===== config.mk =====
export PLATFORM = sky130hd
export DESIGN_NAME = pcc_pll_config
export DESIGN_NICKNAME = d
export VERILOG_FILES = /design/src/core/pcc_pkg.sv /design/src/core/pcc_pll_config.sv /design/src/core/pcc_ctrl_div.sv
export SDC_FILE = /design/constraint.sdc
export NUM_CORES = 1
export LEC_CHECK = 0
export ABC_CLOCK_PERIOD_IN_PS = 1600
export BUFFER_PORTS_ARGS = -buffer_cell sky130_fd_sc_hd__buf_4
export CAP_MARGIN = 20
export CORE_MARGIN = 2
export CORE_UTILIZATION = 43
export DETAILED_ROUTE_END_ITERATION = 10
export PLACE_DENSITY_LB_ADDON = 0.2
export SYNTH_ARGS = -nofsm -noshare
export SYNTH_HDL_FRONTEND = slang
export SYNTH_HIERARCHICAL = 1
export SYNTH_SLANG_ARGS = --single-unit

===== constraint.sdc =====
create_clock -name i_clock -period 1.6 [get_ports i_clock]
set_input_delay 0.16 -clock i_clock [delete_from_list [all_inputs] [get_ports i_clock]]
set_output_delay 0.16 -clock i_clock [all_outputs]
set_load 0.05 [all_outputs]

===== src/core/pcc_pkg.sv =====
// Purpose : shared constants and types of the pll clock configuration block
// Assumes : registers sit on a 32-bit apb bus, one aligned word per register
// Notes   : printed offsets are register indices; byte address is four times the index
package pcc_pkg;

  // ==========================================================================
  // register indices and byte addresses
  localparam logic [7:0]  PCC_IDX_BAND   = 8'h0a;
  localparam logic [7:0]  PCC_IDX_FILT   = 8'h0c;
  localparam logic [7:0]  PCC_IDX_DIV    = 8'h0d;
  localparam logic [7:0]  PCC_IDX_STAT   = 8'h0f;
  localparam logic [11:0] PCC_ADDR_BAND  = {2'h0, PCC_IDX_BAND, 2'h0};
  localparam logic [11:0] PCC_ADDR_FILT  = {2'h0, PCC_IDX_FILT, 2'h0};
  localparam logic [11:0] PCC_ADDR_DIV   = {2'h0, PCC_IDX_DIV, 2'h0};
  localparam logic [11:0] PCC_ADDR_STAT  = {2'h0, PCC_IDX_STAT, 2'h0};

  // ==========================================================================
  // reset values
  localparam logic [7:0]  PCC_RST_BAND   = 8'h40;
  localparam logic [7:0]  PCC_RST_FILT   = 8'hd1;
  localparam logic [7:0]  PCC_RST_DIV    = 8'hd9;

  // ==========================================================================
  // field positions
  localparam int PCC_PLL_EN_BIT   = 7;
  localparam int PCC_MANUAL_BIT   = 6;
  localparam int PCC_BAND_MSB     = 5;
  localparam int PCC_BW_MSB       = 7;
  localparam int PCC_BW_LSB       = 5;
  localparam int PCC_CP_MSB       = 4;
  localparam int PCC_CTL_MSB      = 7;
  localparam int PCC_CTL_LSB      = 6;
  localparam int PCC_XPT_BIT      = 4;
  localparam int PCC_VCO_MSB      = 3;
  localparam int PCC_VCO_LSB      = 2;
  localparam int PCC_REF_MSB      = 1;
  localparam int PCC_DIV_RSVD_BIT = 5;

  // ==========================================================================
  // ratio bases
  localparam logic [4:0]  PCC_RATIO_TWO  = 5'h02;
  localparam logic [2:0]  PCC_RATIO_ONE  = 3'h1;
  localparam logic [2:0]  PCC_RATIO_FOUR = 3'h4;
  localparam logic [1:0]  PCC_VCO_CAP    = 2'h2;

  // ==========================================================================
  // decoded configuration handed to the analog pll
  typedef struct packed {
    logic       pll_enable;
    logic       manual_mode;
    logic [5:0] vco_band;
    logic [2:0] loop_bw_code;
    logic [4:0] pump_code;
    logic [4:0] ctrl_ratio;
    logic       xpt_enable;
    logic [2:0] vco_ratio;
    logic [4:0] ref_ratio;
  } pcc_cfg_s;

endpackage : pcc_pkg


===== src/core/pcc_pll_config.sv =====
// Purpose : apb register file holding the pll clock multiplier configuration
// Assumes : apb master on i_clock; auto band input is on the same clock
// Notes   : zero-wait slave answering one cycle after setup; unmapped address errors
// Summary of operation
// - manual band bit, reset one, puts pll in manual band mode
// - six-bit manual band field, reset zero, picks band in manual mode
// - three-bit loop bandwidth code, reset 110, selects loop filter bandwidth
// - five-bit charge pump code, reset 10001, sets monotonic pump current
// - controller clock divider, reset 3, ratios 2,4,8,16
// - cross-point controller enable bit, reset one, switches controller
// - vco divider, reset 10, ratios 1,2,4,4
// - loop divider, reset 01, code 00 gives ratio two
// - loop divider codes 01,10,11 give ratios 4,8,16
// - pll enable bit, reset zero, switches on the clock multiplier
//
// Register access over APB is this design's own decision.
`timescale 1ns/10ps
module pcc_pll_config (
  input  wire logic                i_clock,
  input  wire logic                i_nrst,
  input  wire logic                i_psel,
  input  wire logic                i_penable,
  input  wire logic                i_pwrite,
  input  wire logic [11:0]         i_paddr,
  input  wire logic [31:0]         i_pwdata,
  input  wire logic [5:0]          i_auto_band,
  output logic                     o_pready,
  output logic                     o_pslverr,
  output logic [31:0]              o_prdata,
  output pcc_pkg::pcc_cfg_s        o_cfg,
  output logic                     o_pll_controller_clock_en
);

  // ==========================================================================
  // address decode
  wire hit_band = (i_paddr == pcc_pkg::PCC_ADDR_BAND);
  wire hit_filt = (i_paddr == pcc_pkg::PCC_ADDR_FILT);
  wire hit_div  = (i_paddr == pcc_pkg::PCC_ADDR_DIV);
  wire hit_stat = (i_paddr == pcc_pkg::PCC_ADDR_STAT);
  wire hit_any  = hit_band | hit_filt | hit_div | hit_stat;
  wire setup    = i_psel & ~i_penable;
  wire access   = i_psel & i_penable & o_pready;
  wire wr_ok    = access & i_pwrite & ~o_pslverr;

  // ==========================================================================
  // configuration registers
  logic [7:0] band_r;
  logic [7:0] filt_r;
  logic [7:0] div_r;
  logic [7:0] band_nxt;
  logic [7:0] filt_nxt;
  logic [7:0] div_nxt;
  logic       pready_r;
  logic       pslverr_r;
  logic [31:0] prdata_r;
  pcc_pkg::pcc_cfg_s cfg_r;
  pcc_pkg::pcc_cfg_s cfg_nxt;

  wire [7:0] div_wdata = i_pwdata[7:0] & ~(8'h01 << pcc_pkg::PCC_DIV_RSVD_BIT);

  assign band_nxt = (wr_ok && hit_band) ? i_pwdata[7:0] : band_r;
  assign filt_nxt = (wr_ok && hit_filt) ? i_pwdata[7:0] : filt_r;
  assign div_nxt  = (wr_ok && hit_div)  ? div_wdata     : div_r;

  // ==========================================================================
  // decoded configuration
  wire       manual    = band_r[pcc_pkg::PCC_MANUAL_BIT];
  wire [5:0] man_band  = band_r[pcc_pkg::PCC_BAND_MSB:0];
  wire [1:0] ctl_code  = div_r[pcc_pkg::PCC_CTL_MSB:pcc_pkg::PCC_CTL_LSB];
  wire [1:0] vco_code  = div_r[pcc_pkg::PCC_VCO_MSB:pcc_pkg::PCC_VCO_LSB];
  wire [1:0] ref_code  = div_r[pcc_pkg::PCC_REF_MSB:0];
  wire [2:0] vco_ratio = (vco_code >= pcc_pkg::PCC_VCO_CAP) ? pcc_pkg::PCC_RATIO_FOUR
                       : 3'(pcc_pkg::PCC_RATIO_ONE << vco_code);

  assign cfg_nxt.pll_enable   = band_r[pcc_pkg::PCC_PLL_EN_BIT];
  assign cfg_nxt.manual_mode  = manual;
  assign cfg_nxt.vco_band     = manual ? man_band : i_auto_band;
  assign cfg_nxt.loop_bw_code = filt_r[pcc_pkg::PCC_BW_MSB:pcc_pkg::PCC_BW_LSB];
  assign cfg_nxt.pump_code    = filt_r[pcc_pkg::PCC_CP_MSB:0];
  assign cfg_nxt.ctrl_ratio   = 5'(pcc_pkg::PCC_RATIO_TWO << ctl_code);
  assign cfg_nxt.xpt_enable   = div_r[pcc_pkg::PCC_XPT_BIT];
  assign cfg_nxt.vco_ratio    = vco_ratio;
  assign cfg_nxt.ref_ratio    = 5'(pcc_pkg::PCC_RATIO_TWO << ref_code);

  // ==========================================================================
  // read mux; status shows the band currently in use
  wire [7:0] rd_byte = hit_band ? band_r
                     : hit_filt ? filt_r
                     : hit_div  ? div_r
                     : hit_stat ? {2'h0, cfg_r.vco_band}
                     : 8'h00;

  always_ff @(posedge i_clock or negedge i_nrst) begin
    if (!i_nrst) begin
      band_r <= pcc_pkg::PCC_RST_BAND;
      filt_r <= pcc_pkg::PCC_RST_FILT;
      div_r  <= pcc_pkg::PCC_RST_DIV;
    end else begin
      band_r <= band_nxt;
      filt_r <= filt_nxt;
      div_r  <= div_nxt;
    end
  end

  always_ff @(posedge i_clock or negedge i_nrst) begin
    if (!i_nrst) begin
      pready_r  <= 1'b0;
      pslverr_r <= 1'b0;
      prdata_r  <= 32'h0000_0000;
    end else begin
      pready_r  <= setup;
      pslverr_r <= setup & (~hit_any | (i_pwrite & hit_stat));
      prdata_r  <= (setup && !i_pwrite) ? {24'h00_0000, rd_byte} : 32'h0000_0000;
    end
  end

  // ==========================================================================
  // config outputs are registered so the analog side sees clean levels
  always_ff @(posedge i_clock or negedge i_nrst) begin
    if (!i_nrst) begin
      cfg_r <= '0;
    end else begin
      cfg_r <= cfg_nxt;
    end
  end

  pcc_ctrl_div u_ctrl_div (
    .i_clock  (i_clock),
    .i_nrst   (i_nrst),
    .i_enable (cfg_r.pll_enable),
    .i_code   (ctl_code),
    .o_pulse  (o_pll_controller_clock_en)
  );

  assign o_pready  = pready_r;
  assign o_pslverr = pslverr_r;
  assign o_prdata  = prdata_r;
  assign o_cfg     = cfg_r;

  // ==========================================================================
  // checks
  a_manual_mode_out : assert property (@(posedge i_clock) disable iff (!i_nrst)
    i_nrst |-> ##1 (o_cfg.manual_mode == $past(band_r[pcc_pkg::PCC_MANUAL_BIT])))
    else $error("manual mode output wrong");
  a_manual_band_use : assert property (@(posedge i_clock) disable iff (!i_nrst)
    manual |=> (o_cfg.vco_band == $past(band_r[5:0])))
    else $error("manual band not applied");
  a_loop_bw_code : assert property (@(posedge i_clock) disable iff (!i_nrst)
    (wr_ok && hit_filt) |=> ##1 (o_cfg.loop_bw_code == $past(i_pwdata[7:5], 2)))
    else $error("loop bandwidth code wrong");
  a_pump_code_out : assert property (@(posedge i_clock) disable iff (!i_nrst)
    (wr_ok && hit_filt) |=> ##1 (o_cfg.pump_code == $past(i_pwdata[4:0], 2)))
    else $error("pump code wrong");
  a_ctrl_ratio_map : assert property (@(posedge i_clock) disable iff (!i_nrst)
    (i_nrst && div_r[7:6] == 2'h3) |=> (o_cfg.ctrl_ratio == 5'h10))
    else $error("controller ratio wrong");
  a_pc_pulse_period : assert property (@(posedge i_clock) disable iff (!i_nrst)
    (o_pll_controller_clock_en && $stable(ctl_code) && ctl_code == 2'h0 && cfg_r.pll_enable)
    ##1 ($stable(ctl_code) && cfg_r.pll_enable) |=> o_pll_controller_clock_en)
    else $error("divide by two period wrong");
  a_xpt_enable_out : assert property (@(posedge i_clock) disable iff (!i_nrst)
    $rose(div_r[4]) |=> o_cfg.xpt_enable)
    else $error("cross-point enable not applied");
  a_vco_ratio_map : assert property (@(posedge i_clock) disable iff (!i_nrst)
    (i_nrst && div_r[3]) |=> (o_cfg.vco_ratio == 3'h4))
    else $error("vco ratio wrong");
  a_ref_ratio_map : assert property (@(posedge i_clock) disable iff (!i_nrst)
    i_nrst |-> ##1 (o_cfg.ref_ratio == (5'h02 << $past(div_r[1:0]))))
    else $error("reference ratio wrong");
  a_pll_enable_out : assert property (@(posedge i_clock) disable iff (!i_nrst)
    !cfg_r.pll_enable |=> !o_pll_controller_clock_en)
    else $error("controller clock runs while pll off");

endmodule : pcc_pll_config


===== src/core/pcc_ctrl_div.sv =====
// Purpose : one-cycle enable pulse at sample clock rate divided by 2, 4, 8 or 16
// Assumes : i_code comes from a register on the same clock
// Notes   : a code change takes effect at the next wrap or at once if count passed it
`timescale 1ns/10ps
module pcc_ctrl_div (
  input  wire logic       i_clock,
  input  wire logic       i_nrst,
  input  wire logic       i_enable,
  input  wire logic [1:0] i_code,
  output logic            o_pulse
);

  // ==========================================================================
  // divider counter
  logic [3:0] cnt_r;
  logic [3:0] cnt_nxt;
  logic       pulse_r;
  wire  [4:0] ratio = 5'(pcc_pkg::PCC_RATIO_TWO << i_code);
  wire  [3:0] term  = 4'(ratio - 5'h01);
  wire        wrap  = (cnt_r >= term);

  assign cnt_nxt = (!i_enable || wrap) ? 4'h0 : 4'(cnt_r + 4'h1);

  always_ff @(posedge i_clock or negedge i_nrst) begin
    if (!i_nrst) begin
      cnt_r   <= 4'h0;
      pulse_r <= 1'b0;
    end else begin
      cnt_r   <= cnt_nxt;
      pulse_r <= i_enable && wrap;
    end
  end

  assign o_pulse = pulse_r;

  a_pulse_gap_min : assert property (@(posedge i_clock) disable iff (!i_nrst)
    o_pulse |=> !o_pulse) else $error("controller clock pulses too close");

endmodule : pcc_ctrl_div


==> summary.md <==
## Clock network
* **count of H-tree levels built during CTS** 3
* **Worst-Skew Late Latency** 0.34 ns
* **CTS sink cnt** 66
* **CTS clock-pin slew for the worst setup and hold paths** 0.07 ns
* **clock root buffer master** clkbuf_8
* **number of buffers between clock root and the deepest sink** 2
* **CTS tree** built
* **number of buffers added by the clock tree synthesis step** 9

## Critical path
* **R2R cell count** 5
* **Critical path destination** band_r[3]
* **critical path type** reg2reg
* **R2R Path Start** o_pslverr
* **crit path launch** o_pslverr
* **crit-path cells** nor4bb_4 -> nand4_2 -> nor3_4 -> buf_4 -> mux2_2
* **CP max stage delay** 0.42 ns
* **endpoint of the worst-slack reg-to-reg timing path** band_r[3]
* **setup slack on the worst flop-to-flop path** -0.11 ns
* **startpoint kind of the worst setup timing path** flip-flop
* **Critical Path End Type** flip-flop
* **arrival time at the worst endpoint** 1.93 ns
* **maximum fanout count along the critical path** 3
* **data required time at the worst endpoint** 1.82 ns
* **cell with the biggest individual delay on the critical path** dfrtp_2

## Floorplanning
* **area of the die** 7250 sq um
* **number of top-level design ports** 120
* **height of the chip** 85.2 microns
* **Chip Width** 85.2 microns
* **core area** 6350 sq um
* **cell row count** 29
* **Initial Util** 44.6%

## Synthesis
* **Syn Area/Cell** 13.2 sq um
* **Netlist Area Pre-Place** 2830 sq um
* **sequential-to-total area share from yosys stat** 58.7%
* **flip-flop and latch count after synthesis** 66
* **count of distinct cell types in the synthesized netlist** 41
* **leading area contributor after synthesis** dfrtp_1
* **largest cells by area after synthesis** dfrtp_1 (49%), mux2_2 (12%), dfstp_2 (9.3%), buf_4 (7.2%), nor2_1 (2.3%)
* **Ys Warns** 6
* **post-synth top area share** 49.5%
* **most common cell in the synthesized netlist** dfrtp_1
* **count of flip-flops with a built-in enable after synthesis** 0
* **ys flop type** dfrtp_1
* **Async SR Flop Fraction** 100%
* **most used standard cells in the synthesized netlist** dfrtp_1 (56), mux2_2 (29), buf_4 (27)
* **instance count of the mapped netlist** 215

## Final layout
* **post-layout utilization of the core** 58.7%
* **number of antenna cells inserted** 0
* **Post-Layout Cell Count** 385
* **Area Growth Syn to Fin** 31.5%
* **net count reported at finish** 362
* **fraction of final layout cells with drive strength greater than 1** 48.7%

## STA
* **final hold violation count** 0
* **setup-violating endpoint count in the final report** 22
* **period utilization** 107%
* **setup clock skew after layout** 0.00677 ns
* **RSZ-0062 raised after global routing** yes
* **worst slack on hold paths** 0.0534 ns
* **total negative slack for setup checks** -1.17 ns
* **Achievable Freq** 0.584 GHz
* **max-slew violation total from the final report** 0
* **Final Critical Period** 1.71 ns
* **setup slack of the critical path after layout** -0.112 ns

## Placement
* **quantity of I/O buffers inserted on ports** 69
* **detailed placer's ending HPWL** 4130 microns
* **Placed Cells incl. Taps** 365
* **RePlAce Congestion** 0.768

## Power
* **power per unit of standard cell area** 906 nW/um^2
* **Max IR drop VDD** 821 uV
* **cell leakage power** 0.00185 uW

## Routing
* **number of detailed-routing iterations run before antenna repair** 4
* **Post-DRT Antenna Nets** 0
* **routed wire length** 5730 microns
* **Vias** 1850
* **via/cell ratio** 4.81
* **post-DR wirelength/cell** 14.9 microns
* **initial DRC count** 77
* **DRC violation count after routing** 0

## GRT
* **first-pass GRT wire length** 9250 microns
* **vias in the first global route** 1910
* **initial antenna violation count** 0
* **GRT Residual Overflow** 0
* **GRT Resource Usage Total** 16.8%
* **largest net degree at the start of global routing** 35

## Outcome
* **outcome** complete, but fails checks
* **failing checks** setup timing

## Hold path
* **worst hold path type** in2reg

## Job
* **maximum capacitance violations** 0

==> cell families after synthesis <==
family	Yosys count	synth area share [%]
AOI/OAI and AO/OA	23	6.09
and+or+nand+nor	49	10.9
buffers and inverters	36	8.44
xor gates and xnor gates	2	0.618
other	1	0.132
adders and majority gates	4	1.77
DFF	66	58.7
muxes	34	13.3
==> power breakdown <==
group,switching [uW],internal (uW)
logic,269,102
registers,7.17,1680
clock network,607,708
==> cell type report <==
cell class	count	area (sq um)
repair buffers	85	663
fillers	531	2630
clock buffers	10	128
multi-input cells	138	1100
well taps	77	96.3
clock inverters	6	57.6
flip-flops and latches	66	1670
inverters	3	11.3
==> cells in the final DEF, fill, tap and decap left out, drive strengths merged <==
cell type / synthesis / final
nand2b: 1 / 1
and2: 3 / 3
clkinvlp: 0 / 1
a21oi: 5 / 5
dfstp: 10 / 10
xor2: 1 / 1
nand3: 2 / 2
inv: 2 / 2
bufinv: 0 / 1
nor2: 18 / 18
ha: 4 / 4
or2b: 1 / 1
nor2b: 8 / 8
dfrtp: 56 / 56
mux2i: 5 / 5
xnor2: 1 / 1
buf: 28 / 83
dlygate4sd3: 0 / 2
a22o: 1 / 1
a22oi: 6 / 6
and3: 2 / 2
nand4: 2 / 2
nor3: 3 / 3
clkinv: 1 / 5
nand3b: 2 / 2
conb: 1 / 26
o21a: 2 / 2
o2bb2ai: 5 / 5
o21ai: 3 / 3
mux2: 29 / 29
nor3b: 1 / 1
nor4bb: 1 / 1
nor4: 1 / 1
o211ai: 1 / 1
clkbuf: 5 / 10
nand2: 3 / 3
nand4bb: 1 / 1
==> worst min-delay path by stage <==
stage | from | endpoint | slack (ns) | cells past startpoint
after floorplan | i_nrst | band_r[0] | -0.14 | 0
after global placement | i_nrst | u_ctrl_div/cnt_r[2] | 0.13 | 1
after detailed placement | i_nrst | u_ctrl_div/cnt_r[2] | 0.14 | 1
after CTS | i_auto_band[2] | o_cfg[24] | 0.04 | 2
after global routing | i_auto_band[2] | o_cfg[24] | 0.04 | 2
final | i_auto_band[1] | o_cfg[23] | 0.05 | 2
==> state kept, by name (all words and copies together) (netlist names) <==
signal	flops
o_pslverr	1
filt_r	8
u_ctrl_div/cnt_r	4
div_r	7
u_ctrl_div/o_pulse	1
o_pready	1
o_prdata	8
band_r	8
o_cfg	28
==> worst max-delay path, delay by kind of cell (launching register included) <==
family	cells	cell delay [ns]
flops	1	0.42
mux	1	0.32
simple gates	3	0.70
buf+inv	1	0.16
==> layer usage <==
layer | vias up | global-route usage (%) | wire [microns] | share of wire, %
met3 | 10 | 5.64 | 338 | 5.9
met1 | 910 | 21.4 | 2420 | 42
met2 | 61 | 26.7 | 2870 | 50
met5 | - | 0 | 0 | 0
met4 | 0 | 6.06 | 95 | 1.7
li1 | 869 | - | - | -
==> repair_timing <==
item / in CTS / in global routing
pin swaps: 2 / 2
setup endpoints to repair: 23 / 28
endpoints found under the hold margin: 30 / 0
hold buffers: 2 / 0
gates resized for setup: 12 / 5
buffers inserted: 0 / 2
cloned: 0 / 0
==> per-stage QoR <==
step	total power (uW)	instance area, sq um	setup WS, ns
after floorplan	2000	2940	-0.212
after global placement	2080	3430	-0.188
after detailed placement	2090	3430	-0.194
after CTS	3410	3680	-0.143
after global routing	3520	3720	-0.199
final	3370	3720	-0.112
Power figures use the tool's default switching activity.
